**src/core/snw_pkg.sv**
```systemverilog
//////////////////////////////////////////////////////////////////////////////
// Function
// In 9-bit mode the received ninth bit is shown in bit 7 of the third control register.
// Software reads the received ninth bit before the data register, since that read may let a new character overwrite both.
// In 9-bit mode a data register write loads the transmit ninth bit (bit 6) plus the data byte into the shift register.
// Software updates the transmit ninth bit before writing the data register when it must change.
// The transmit ninth bit is held across data writes, so a fixed parity value need not be rewritten.
// Single-wire half-duplex is active only when loop mode and receiver source are both 1, and only then does the direction bit act.
// In single-wire mode bit 5 sets the transmit pin direction: 0 input, 1 driven output.
// In 8-bit mode the transmit ninth bit is not sent and the received ninth bit is not updated.
//////////////////////////////////////////////////////////////////////////////
package snw_pkg;

   // Bus geometry.
   localparam int SNW_ADDR_W = 8;
   localparam int SNW_DATA_W = 32;

   // Register offset of the third control register.
   localparam logic [SNW_ADDR_W-1:0] SNW_CTL3_OFFSET = 8'h00;

   // Field positions inside the third control register.
   localparam int SNW_RX_NINTH_POS = 7;
   localparam int SNW_TX_NINTH_POS = 6;
   localparam int SNW_PIN_DIR_POS = 5;

   // Reset values of the fields.
   localparam logic SNW_RX_NINTH_RST = 1'b0;
   localparam logic SNW_TX_NINTH_RST = 1'b0;
   localparam logic SNW_PIN_DIR_RST = 1'b0;

   // Bus response codes.
   localparam logic [1:0] SNW_RESP_OKAY = 2'h0;
   localparam logic [1:0] SNW_RESP_SLVERR = 2'h2;

   // State of the bus slave.
   typedef struct packed {
      logic aw_rdy;
      logic aw_full;
      logic [SNW_ADDR_W-1:0] awaddr;
      logic w_rdy;
      logic w_full;
      logic [SNW_DATA_W-1:0] wdata;
      logic [3:0] wstrb;
      logic bvalid;
      logic [1:0] bresp;
      logic ar_rdy;
      logic rvalid;
      logic [SNW_DATA_W-1:0] rdata;
      logic [1:0] rresp;
   } snw_axil_state_t;

   // State of the ninth bit and wire direction core.
   typedef struct packed {
      logic tx_ninth;
      logic pin_dir;
      logic rx_ninth;
      logic tx_load;
      logic [8:0] tx_word;
      logic tx_nine;
      logic single_wire;
      logic txd_oe_n;
   } snw_core_state_t;

endpackage : snw_pkg

```
**src/core/snw_top.sv**
```systemverilog
`timescale 1ns/1ps
`default_nettype none
module snw_top (
   input wire logic core_clk_in, // Bus clock, 20 MHz.
   input wire logic nrst_in, // Asynchronous reset, active low.
   input wire logic [snw_pkg::SNW_ADDR_W-1:0] s_axi_awaddr_in, // Write address.
   input wire logic s_axi_awvalid_in, // Write address valid.
   output logic s_axi_awready_out, // Write address ready.
   input wire logic [snw_pkg::SNW_DATA_W-1:0] s_axi_wdata_in, // Write data.
   input wire logic [3:0] s_axi_wstrb_in, // Write strobes.
   input wire logic s_axi_wvalid_in, // Write data valid.
   output logic s_axi_wready_out, // Write data ready.
   output logic [1:0] s_axi_bresp_out, // Write response.
   output logic s_axi_bvalid_out, // Write response valid.
   input wire logic s_axi_bready_in, // Write response ready.
   input wire logic [snw_pkg::SNW_ADDR_W-1:0] s_axi_araddr_in, // Read address.
   input wire logic s_axi_arvalid_in, // Read address valid.
   output logic s_axi_arready_out, // Read address ready.
   output logic [snw_pkg::SNW_DATA_W-1:0] s_axi_rdata_out, // Read data.
   output logic [1:0] s_axi_rresp_out, // Read response.
   output logic s_axi_rvalid_out, // Read data valid.
   input wire logic s_axi_rready_in, // Read data ready.
   input wire logic char9_mode_in, // 9-bit character mode selected.
   input wire logic loop_mode_select_in, // Loop mode select.
   input wire logic receiver_source_select_in, // Receiver source select.
   input wire logic data_wr_in, // Data register write pulse.
   input wire logic [7:0] data_wr_byte_in, // Byte written to data register.
   input wire logic rx_char_done_in, // Received character pulse.
   input wire logic rx_ninth_in, // Ninth bit of that character.
   output logic tx_shift_load_out, // Shift register load pulse.
   output logic [8:0] tx_shift_word_out, // Word for the shift register.
   output logic tx_shift_nine_out, // Loaded word has nine bits.
   output logic single_wire_out, // Single-wire half-duplex active.
   output logic txd_oe_n_out // Transmit pin output enable, low drives.
);
   import snw_pkg::*;

   snw_core_state_t c_reg;
   snw_core_state_t c_next;
   logic wr_fire;
   logic [SNW_ADDR_W-1:0] wr_addr;
   logic [SNW_DATA_W-1:0] wr_data;
   logic [3:0] wr_strb;
   logic wr_err;
   logic rd_fire;
   logic [SNW_DATA_W-1:0] rd_data;
   logic rd_err;
   logic ctl_wr;
   logic sw_mode;

   //////////////////////////////////////////////////////////////////////////
   // Bus slave.
   snw_axil_slave u_axil (
      .core_clk_in(core_clk_in),
      .nrst_in(nrst_in),
      .awaddr_in(s_axi_awaddr_in),
      .awvalid_in(s_axi_awvalid_in),
      .awready_out(s_axi_awready_out),
      .wdata_in(s_axi_wdata_in),
      .wstrb_in(s_axi_wstrb_in),
      .wvalid_in(s_axi_wvalid_in),
      .wready_out(s_axi_wready_out),
      .bresp_out(s_axi_bresp_out),
      .bvalid_out(s_axi_bvalid_out),
      .bready_in(s_axi_bready_in),
      .araddr_in(s_axi_araddr_in),
      .arvalid_in(s_axi_arvalid_in),
      .arready_out(s_axi_arready_out),
      .rdata_out(s_axi_rdata_out),
      .rresp_out(s_axi_rresp_out),
      .rvalid_out(s_axi_rvalid_out),
      .rready_in(s_axi_rready_in),
      .wr_fire_out(wr_fire),
      .wr_addr_out(wr_addr),
      .wr_data_out(wr_data),
      .wr_strb_out(wr_strb),
      .wr_err_in(wr_err),
      .rd_fire_out(rd_fire),
      .rd_data_in(rd_data),
      .rd_err_in(rd_err)
   );

   //////////////////////////////////////////////////////////////////////////
   // Address decode; only the third control register is mapped.
   assign wr_err = (wr_addr != SNW_CTL3_OFFSET);
   assign rd_err = (s_axi_araddr_in != SNW_CTL3_OFFSET);
   assign ctl_wr = wr_fire && !wr_err && wr_strb[0];
   assign sw_mode = loop_mode_select_in && receiver_source_select_in;

   // Read view of the register; bits 4 to 0 and upper lanes read zero.
   always_comb begin
      rd_data = '0;
      if (rd_fire && !rd_err) begin
         rd_data[SNW_RX_NINTH_POS] = c_reg.rx_ninth;
         rd_data[SNW_TX_NINTH_POS] = c_reg.tx_ninth;
         rd_data[SNW_PIN_DIR_POS] = c_reg.pin_dir;
      end
   end

   //////////////////////////////////////////////////////////////////////////
   // Next state of the core.
   always_comb begin
      c_next = c_reg;
      // Software fields; the received ninth bit is read only.
      if (ctl_wr) begin
         c_next.tx_ninth = wr_data[SNW_TX_NINTH_POS];
         c_next.pin_dir = wr_data[SNW_PIN_DIR_POS];
      end
      // Received ninth bit follows each character in 9-bit mode only.
      if (rx_char_done_in && char9_mode_in) begin
         c_next.rx_ninth = rx_ninth_in;
      end
      // A data write moves the byte, plus the held ninth bit in 9-bit mode only.
      c_next.tx_load = data_wr_in;
      if (data_wr_in) begin
         c_next.tx_word = {char9_mode_in & c_reg.tx_ninth,
                           data_wr_byte_in};
         c_next.tx_nine = char9_mode_in;
      end
      // Direction bit acts only in single-wire mode; elsewhere pin drives.
      c_next.single_wire = sw_mode;
      c_next.txd_oe_n = sw_mode ? !c_reg.pin_dir : 1'b0;
   end

   // Core state register.
   always_ff @(posedge core_clk_in or negedge nrst_in) begin
      if (!nrst_in) begin
         c_reg <= '{tx_ninth: SNW_TX_NINTH_RST, pin_dir: SNW_PIN_DIR_RST,
                    rx_ninth: SNW_RX_NINTH_RST, default: '0};
      end else begin
         c_reg <= c_next;
      end
   end

   // Link-side outputs straight from flops.
   assign tx_shift_load_out = c_reg.tx_load;
   assign tx_shift_word_out = c_reg.tx_word;
   assign tx_shift_nine_out = c_reg.tx_nine;
   assign single_wire_out = c_reg.single_wire;
   assign txd_oe_n_out = c_reg.txd_oe_n;
endmodule : snw_top
`default_nettype wire

```
**src/core/snw_axil_slave.sv**
```systemverilog
`timescale 1ns/1ps
`default_nettype none
module snw_axil_slave (
   input wire logic core_clk_in, // Bus clock.
   input wire logic nrst_in, // Asynchronous reset, active low.
   input wire logic [snw_pkg::SNW_ADDR_W-1:0] awaddr_in, // Write address.
   input wire logic awvalid_in, // Write address valid.
   output logic awready_out, // Write address ready.
   input wire logic [snw_pkg::SNW_DATA_W-1:0] wdata_in, // Write data.
   input wire logic [3:0] wstrb_in, // Write byte strobes.
   input wire logic wvalid_in, // Write data valid.
   output logic wready_out, // Write data ready.
   output logic [1:0] bresp_out, // Write response.
   output logic bvalid_out, // Write response valid.
   input wire logic bready_in, // Write response ready.
   input wire logic [snw_pkg::SNW_ADDR_W-1:0] araddr_in, // Read address.
   input wire logic arvalid_in, // Read address valid.
   output logic arready_out, // Read address ready.
   output logic [snw_pkg::SNW_DATA_W-1:0] rdata_out, // Read data.
   output logic [1:0] rresp_out, // Read response.
   output logic rvalid_out, // Read data valid.
   input wire logic rready_in, // Read data ready.
   output logic wr_fire_out, // Register write strobe.
   output logic [snw_pkg::SNW_ADDR_W-1:0] wr_addr_out, // Register write address.
   output logic [snw_pkg::SNW_DATA_W-1:0] wr_data_out, // Register write data.
   output logic [3:0] wr_strb_out, // Register write strobes.
   input wire logic wr_err_in, // Write address unmapped.
   output logic rd_fire_out, // Register read strobe.
   input wire logic [snw_pkg::SNW_DATA_W-1:0] rd_data_in, // Read value.
   input wire logic rd_err_in // Read address unmapped.
);
   import snw_pkg::*;

   snw_axil_state_t s_reg;
   snw_axil_state_t s_next;

   // Address and data are held independently, then the write fires once.
   always_comb begin
      s_next = s_reg;
      wr_fire_out = 1'b0;
      rd_fire_out = 1'b0;
      if (s_reg.aw_rdy && awvalid_in) begin
         s_next.aw_full = 1'b1;
         s_next.aw_rdy = 1'b0;
         s_next.awaddr = awaddr_in;
      end
      if (s_reg.w_rdy && wvalid_in) begin
         s_next.w_full = 1'b1;
         s_next.w_rdy = 1'b0;
         s_next.wdata = wdata_in;
         s_next.wstrb = wstrb_in;
      end
      if (s_reg.aw_full && s_reg.w_full && !s_reg.bvalid) begin
         wr_fire_out = 1'b1;
         s_next.aw_full = 1'b0;
         s_next.w_full = 1'b0;
         s_next.bvalid = 1'b1;
         s_next.bresp = wr_err_in ? SNW_RESP_SLVERR : SNW_RESP_OKAY;
      end
      if (s_reg.bvalid && bready_in) begin
         s_next.bvalid = 1'b0;
         s_next.aw_rdy = 1'b1;
         s_next.w_rdy = 1'b1;
      end
      // A read is decoded in the cycle its address is taken.
      if (s_reg.ar_rdy && arvalid_in) begin
         rd_fire_out = 1'b1;
         s_next.ar_rdy = 1'b0;
         s_next.rvalid = 1'b1;
         s_next.rdata = rd_data_in;
         s_next.rresp = rd_err_in ? SNW_RESP_SLVERR : SNW_RESP_OKAY;
      end
      if (s_reg.rvalid && rready_in) begin
         s_next.rvalid = 1'b0;
         s_next.ar_rdy = 1'b1;
      end
   end

   // State register; all channels ready after reset.
   always_ff @(posedge core_clk_in or negedge nrst_in) begin
      if (!nrst_in) begin
         s_reg <= '{aw_rdy: 1'b1, w_rdy: 1'b1, ar_rdy: 1'b1, default: '0};
      end else begin
         s_reg <= s_next;
      end
   end

   // Bus outputs come straight from the state register.
   assign awready_out = s_reg.aw_rdy;
   assign wready_out = s_reg.w_rdy;
   assign bvalid_out = s_reg.bvalid;
   assign bresp_out = s_reg.bresp;
   assign arready_out = s_reg.ar_rdy;
   assign rvalid_out = s_reg.rvalid;
   assign rdata_out = s_reg.rdata;
   assign rresp_out = s_reg.rresp;
   assign wr_addr_out = s_reg.awaddr;
   assign wr_data_out = s_reg.wdata;
   assign wr_strb_out = s_reg.wstrb;

endmodule : snw_axil_slave
`default_nettype wire

```
**config.mk**
```make
export PLATFORM = sky130hd
export DESIGN_NAME = snw_top
export DESIGN_NICKNAME = d
export VERILOG_FILES = /design/src/core/snw_pkg.sv /design/src/core/snw_top.sv /design/src/core/snw_axil_slave.sv
export SDC_FILE = /design/constraint.sdc
export NUM_CORES = 1
export LEC_CHECK = 0
export ABC_AREA = 1
export BUFFER_PORTS_ARGS = -buffer_cell sky130_fd_sc_hd__buf_2
export CORE_UTILIZATION = 35
export CTS_BUF_LIST = sky130_fd_sc_hd__clkbuf_8
export DETAILED_ROUTE_END_ITERATION = 16
export GPL_TIMING_DRIVEN = 0
export PLACE_DENSITY = 0.72
export SYNTH_ARGS = -nofsm -noshare
export SYNTH_HDL_FRONTEND = slang
export SYNTH_SLANG_ARGS = --single-unit
```
**constraint.sdc**
```tcl
create_clock -name core_clk_in -period 0.95 [get_ports core_clk_in]
set_input_delay 0.095 -clock core_clk_in [delete_from_list [all_inputs] [get_ports core_clk_in]]
set_output_delay 0.095 -clock core_clk_in [all_outputs]
set_load 0.005 [all_outputs]
```
# Word level (Yosys, flattened, before mapping)
# Cells that the tools add are included.
# word_totals
ff_bits	74
word_cells	62
in_bits	73
# classes
muxes	16
n_reduce_logical	24
n_bitwise	1
# op_table
operator	count
2-to-1 mux 38 bit	1
2-to-1 mux 36 bit	1
nonzero test 8 bit	2
logical AND 1 bit	12
nonzero test 2 bit	6
2-to-1 mux 10 bit	1
2-to-1 mux 1 bit	8
2-to-1 mux 2 bit	3
2-to-1 mux 3 bit	2
zero test 1 bit	4
AND 1 bit	1

# Depth between registers and ports, before layout
# Gate-level depths: netlist of run 1.
# depth
ltp_word	6
depth_mapped	6
ltp_nobuf	6

# Hierarchy
# Synthesis of run 1 repeated with hierarchy kept, for this count alone.
# unflattened
cells_unflattened	525
area_unflattened_um2	4715.8
# by_module_without_submodules
module	cells_each	n_inst	seq_area_each_um2	area_per_inst_um2
snw_axil_slave	447	1	2130.8	3937.5
snw_top	78	1	400.4	778.2

# Worst setup path after synthesis of run 1
# OpenSTA, ideal clock, no wires.
# synth_timing
kind	register -> register
startpoint	register u_axil.s_reg, in the netlist u_axil.arready_out
endpoint	register u_axil.s_reg, in the netlist u_axil.rdata_out[5]
t_required_ps	885
stages_incl_launch_ff	7
n_path_buf	0
slack_ps	-67
arrival_time_ps	953
path_cell_list	dfstp_2 nand2_2 inv_2 nand3_2 nor2_2 nand2_1 nand2_1
# synth_via
elab_chain_len	4
# synth_rtl
element	line_no	source
start, declared	snw_axil_slave.sv:34	snw_axil_state_t s_reg;
start signal, assigned	snw_axil_slave.sv:84	s_reg <= s_next;
logical AND 1 bit (*)	snw_axil_slave.sv:66	if (s_reg.ar_rdy && arvalid_in) begin
2-to-1 mux 1 bit	snw_axil_slave.sv:66	
logical AND 1 bit	snw_top.sv:93	if (rd_fire && !rd_err) begin
2-to-1 mux 3 bit	snw_top.sv:93	
# Mark *: on every way between the ends. The rest lies on a longest branch, timed or not.
# A chain may end at the register's enable or synchronous reset.

# Final worst setup path of run 1
# layout_timing
startpoint	register u_axil.s_reg, in the netlist u_axil.awready_out
endpoint	output s_axi_awready_out
# layout_rtl
element	line_no	source
end, declared	snw_top.sv:8	output logic s_axi_awready_out,
# No word-level cell between the ends.

==> results of run 1 <==
-- power groups by stage --
| stage | sequential [W] | clock, W | combinational, W |
|---|---|---|---|
| floorplan | 0.00241 | 0 | 0.000854 |
| global placement | 0.00245 | 0 | 0.00122 |
| detailed placement | 0.00247 | 0 | 0.00125 |
| CTS | 0.00247 | 0.00109 | 0.00139 |
| global route | 0.00257 | 0.00114 | 0.00180 |
| finish | 0.00250 | 0.00103 | 0.00158 |
-- cell usage after synthesis --
| master | number | area share (%) |
|---|---|---|
| nand2_1 | 55 | 11 |
| buf_4 | 45 | 18 |
| dfrtp_1 | 36 | 48 |
| inv_1 | 12 | 2.4 |
| nor2_1 | 11 | 2.2 |
| mux2_2 | 9 | 5.4 |
| o21ai_0 | 9 | 2.4 |
| dfstp_2 | 3 | 4.2 |
| inv_2 | 2 | 0.40 |
| nand2_2 | 2 | 0.67 |
| nand3_2 | 2 | 1.1 |
| nand4_1 | 2 | 0.67 |
| nor2_4 | 2 | 1.2 |
| a21oi_1 | 1 | 0.27 |
| a31oi_1 | 1 | 0.33 |
| buf_6 | 1 | 0.60 |
| conb_1 | 1 | 0.20 |
| nand3_1 | 1 | 0.27 |
| nor2_2 | 1 | 0.33 |
-- cells by family after synthesis --
group	Yosys count	synth area share, %
mux	9	5.42
other cells	1	0.201
compound gates	11	3.01
buf+inv	60	21.5
simple gates	76	17.5
flops	39	52.4
-- how the worst min path moves through the flow --
stage | slack, ps | to | from
floorplan | -200 | c_reg[13] | nrst_in
global placement | 260 | tx_shift_word_out[6] | nrst_in
detailed placement | 260 | tx_shift_load_out | data_wr_in
CTS | -40 | tx_shift_word_out[6] | nrst_in
global route | -8 | tx_shift_word_out[3] | nrst_in
finish | -80 | tx_shift_word_out[2] | nrst_in
-- layer usage --
metal / global-route usage [%] / share of wire (%) / up-vias
li1: - / - / 738
met1: 14.3 / 43 / 661
met4: 5.03 / 0.33 / 0
met2: 20.7 / 50 / 58
met3: 2.81 / 6.4 / 2
met5: 0 / 0 / -
-- cell type report --
| cell class | count | area (sq um) |
|---|---|---|
| Timing Repair Buffer | 78 | 531 |
| Fill cell | 488 | 2480 |
| Timing Repair inverter | 1 | 7.51 |
| Sequential cell | 39 | 981 |
| Buffer | 34 | 267 |
| Multi-Input combinational cell | 128 | 652 |
| Clock buffer | 5 | 68.8 |
| Clock inverter | 3 | 12.5 |
| Inverter | 14 | 57.6 |
| Tap cell | 70 | 87.6 |
-- through the flow --
step	utilization [%]	setup TNS, ps	hold WS (ps)
after floorplan	-	-211	-201
after global placement	46.4	-1250	255
after detailed placement	46.4	-1220	258
after CTS	50.5	-1240	-44.5
after global routing	51.8	-2280	-7.80
final	51.8	-1220	-78.5
-- worst register-to-register path: stages, from the launching register on --
cell,delay (ps)
dfstp_2,570
nand2_4,50
inv_2,50
nand3_2,70
nor2_4,130
nand2_1,60
nand2_1,50
-- timing repair --
item | CTS | global route
pin swaps | 7 | 7
gates resized for setup | 22 | 16
cloned | 1 | 1
setup endpoints to repair | 35 | 30
setup buffers | 4 | 6
hold endpoints to repair | 42 | 29
==> impl_metrics.csv, run 1 <==
group,metric,value,unit
hold_path,min_path_type,"input port to async pin",
outcome,violations,"hold timing, setup timing",
setup_path,crit_path_cell_trace,"buf_2",
setup_path,critPathMaxFanout,4,
sta,rsz0062_at_grt,"true",
route,via_per_inst,3.92,
floorplan,rows,26,
route,drt_pass1_iterations,4,
power,power.density,1920,nW/um^2
floorplan,initial_utilization,36.4,%
route,drt_iter0_drc,50,
setup_path,reg2reg_depth,6,
setup_path,end_kind,"primary output",
clock_network,cts_buffer_depth,2,
placed_design,post-place-ws,-135,ps
synth,synth_cell_types,19,
route,drc,0,
setup_path,critPathArrivalTime,990,ps
floorplan,dieWidth,75.1,microns
setup_path,path_depth,1,
setup_path,crit_type,"flop to primary output",
flow_run,cap_violations,0,
clock_network,insertion_delay,280,ps
placed_design,routabilityCongestion,0.728,
setup_path,path_buf_inv,1,
synth,ys_ff_latch,39,
power,power_frac_clock,20.2,%
sta,fin_hold_ws,-78.5,ps
layout,diodes,0,
route,ant_nets,0,
placed_design,portBuffers,62,
clock_network,tritoncts,"built",
setup_path,r2r-end,"u_axil.rdata_out[6]",
route,vias,1459,
setup_path,start_kind,"flop",
power,swShare,31.6,%
sta,fin_crit_sh,114,%
grt,grt_pass1_wl,5110,microns
placed_design,dpl_cell_area,2380,sq um
floorplan,fp.coreArea,5140,sq um
outcome,run_status,"complete, but fails checks",
layout,syn_to_final_growth,42.5,%
grt,first_global_vias,1229,
synth,synth.avg_cell_area,9.54,sq um
synth,yosysSeqAreaShare,52.4,%
power,finalPower,0.00511,W
grt,grt_max_degree,40,
setup_path,cp.required,850,ps
setup_path,cpMaxStageDelayCell,"dfstp_2",
floorplan,dieArea,5640,sq um
layout,drive_gt1_share,48.7,%
placed_design,dp.cells,358,
sta,setup_viol,19,
synth,synthesis.area,1870,sq um
grt,globalRouteTotalUtil,12.0,%
setup_path,timing.rr.start,"u_axil.arready_out",
power,p_seq_share,48.9,%
clock_network,numCtsBuffers,5,
synth,syn_inst,196,
layout,largest_reg_flops,9,
grt,grt_overflow_total,0,
layout,nets,374,
sta,clock_skew,7.33,ps
sta,period_needed,1090,ps
power,p_switching,0.00161,W
sta,relSlewSlack,43.1,%
clock_network,cts-root-buf,"clkbuf_8",
grt,antenna_found_initial,0,
synth,synth_warnings,0,
sta,max_freq,920,MHz
floorplan,io_pins,127,
floorplan,fp.dieH,75.1,microns
sta,drv_slew,0,
setup_path,cp-endpoint,"s_axi_awready_out",
sta,finalHoldViolations,36,
layout,layout.cells.non_filler,372,
placed_design,hpwlAfterDp,2400,microns
layout,design_area,2660,sq um
power,p_leak,1.49,nW
setup_path,path_delay_family,"flip-flops",
power,intPower,0.00350,W
layout,final_common_cell,"buf_2",
setup_path,slowest_delay,590,ps
route,wl_per_cell,9.04,microns
setup_path,critPathLaunch,"u_axil.awready_out",
power,ir_drop,1.01,mV
route,wl,3360,microns
setup_path,reg2reg_slack,-100,ps
sta,post-route-worst-setup-slack,-137,ps
clock_network,cts_max_level,2,
sta,tightest_slew,854,ps
clock_network,clk_pin_slew_worst_paths,80,ps
layout,layout_common_cells,"buf_2, nand2_1, buf_4",
clock_network,postCtsHoldBufs,6,
clock_network,clock_sinks,39,
power,p_comb_share,30.9,%
Power figures use the tool's default switching activity.
==> inputs of run 2 (changes only) <==
- PLACE_DENSITY: 0.72 -> 0.69
- clock period: 0.95 -> 1.2 ns (I/O delays scaled with it)
==> impl_metrics.csv, run 2 (synthesis gave the netlist of run 1 again) <==
group,metric,value,unit
clock_network,clock_sinks,39,
clock_network,tritoncts,"built",
grt,first_global_vias,1262,
route,drc,0,
setup_path,start_kind,"input port",
layout,diodes,0,
sta,drv_slew,0,
floorplan,dieArea,5640,sq um
clock_network,cts_max_level,2,
route,ant_nets,0,
power,finalPower,0.00377,W
floorplan,dieWidth,75.1,microns
setup_path,critPathMaxFanout,10,
placed_design,routabilityCongestion,0.669,
sta,relSlewSlack,43.5,%
clock_network,insertion_delay,280,ps
setup_path,cp.required,1370,ps
floorplan,fp.coreArea,5140,sq um
route,wl_per_cell,8.63,microns
setup_path,crit_type,"input port to flop",
placed_design,hpwlAfterDp,2390,microns
setup_path,critPathArrivalTime,1270,ps
floorplan,initial_utilization,36.4,%
sta,clock_skew,6.24,ps
grt,antenna_found_initial,0,
route,drt_pass1_iterations,4,
setup_path,end_kind,"flop",
grt,globalRouteTotalUtil,12.6,%
clock_network,cts-root-buf,"clkbuf_8",
layout,drive_gt1_share,45.8,%
layout,largest_reg_flops,9,
layout,layout_common_cells,"buf_2, nand2_1, buf_4",
route,vias,1438,
grt,grt_overflow_total,0,
layout,nets,373,
sta,tns,0,ps
placed_design,portBuffers,62,
sta,tightest_slew,848,ps
floorplan,fp.dieH,75.1,microns
route,wl,3200,microns
route,drt_iter0_drc,35,
hold_path,min_path_type,"input port to flop",
outcome,run_status,"completed",
clock_network,numCtsBuffers,5,
flow_run,cap_violations,0,
clock_network,cts_buffer_depth,2,
sta,setup_viol,0,
sta,rsz0062_at_grt,"false",
grt,grt_pass1_wl,5310,microns
sta,finalHoldViolations,0,
layout,syn_to_final_growth,34.9,%
sta,period_needed,1110,ps
sta,max_freq,905,MHz
power,ir_drop,0.895,mV
clock_network,clk_pin_slew_worst_paths,70,ps
floorplan,io_pins,127,
layout,final_common_cell,"buf_2",
sta,fin_crit_sh,92.1,%
power,p_leak,1.45,nW
power,power.density,1490,nW/um^2
floorplan,rows,26,
grt,grt_max_degree,40,
route,via_per_inst,3.88,
-- run 2: changes by cell type in the layout (fill, tap and decap cells not counted), moves of 3 or more --
cell	previous run	this run
buf_6	17	1
buf_2	49	62
nand2_1	48	54
o21ai_0	5	9
nand2_2	7	2
dlygate4sd3_1	6	3
buf_4	40	47
-- run 2: per-layer routing --
layer	up-vias	wire, microns	GRT usage (%)
met2	65	1560	21.2
met1	632	1350	15.3
li1	739	-	-
met4	0	6	2.52
met5	-	0	0
met3	2	282	5.22
-- run 2: where the power goes --
group | internal [W] | switching, W
Clock | 0.000391 | 0.000427
Sequential | 0.00170 | 0.000232
Combinational | 0.000510 | 0.000507
Total | 0.00260 | 0.00117
-- run 2: repair_timing --
action	4_1_cts	5_1_grt
buffers inserted	0	2
endpoints found under the setup margin	0	4
resized for setup	0	4
hold buffers	3	0
endpoints found under the hold margin	38	0
-- run 2: cell type report --
class / instances / area (sq um)
inverter: 14 / 55.1
tap: 70 / 87.6
multi-input combinational: 127 / 613
sequential: 39 / 980
clock buffer: 5 / 68.8
fill: 513 / 2620
clock inverter: 3 / 12.5
timing repair buffer: 67 / 355
buffer: 46 / 349
-- run 2: critical path, stage by stage --
cell	delay, ps
dlygate4sd3_1	530
buf_2	140
buf_6	140
mux2_2	340
-- run 2: path summary, 6_finish.rpt --
kind / end / startpoint / slack, ps / cells past startpoint
max: tx_shift_word_out[7] / data_wr_in / 90 / 4
min: u_axil.wr_data_out[6] / s_axi_wdata_in[6] / 30 / 3
max reg2reg: u_axil.rdata_out[7] / u_axil.arready_out / 110 / 6
min reg2reg: txd_oe_n_out / c_reg[14] / 480 / 1
max in group asynchronous: tx_shift_load_out / nrst_in / 180 / 2
min in group asynchronous: tx_shift_word_out[6] / nrst_in / 480 / 2
-- run 2: through the flow --
step / instances / instance area (sq um) / hold slack, ps / setup WS (ps) / utilization, %
floorplan: 226 / 1980 / -176 / 183 / -
global placement: 358 / 2380 / 274 / 99.2 / 46.3
detailed placement: 358 / 2380 / 279 / 58.5 / 46.3
CTS: 369 / 2490 / 16.3 / 46.4 / 48.5
global route: 371 / 2520 / 24.3 / 1.05 / 49.1
finish: 371 / 2520 / 25.4 / 94.5 / 49.1
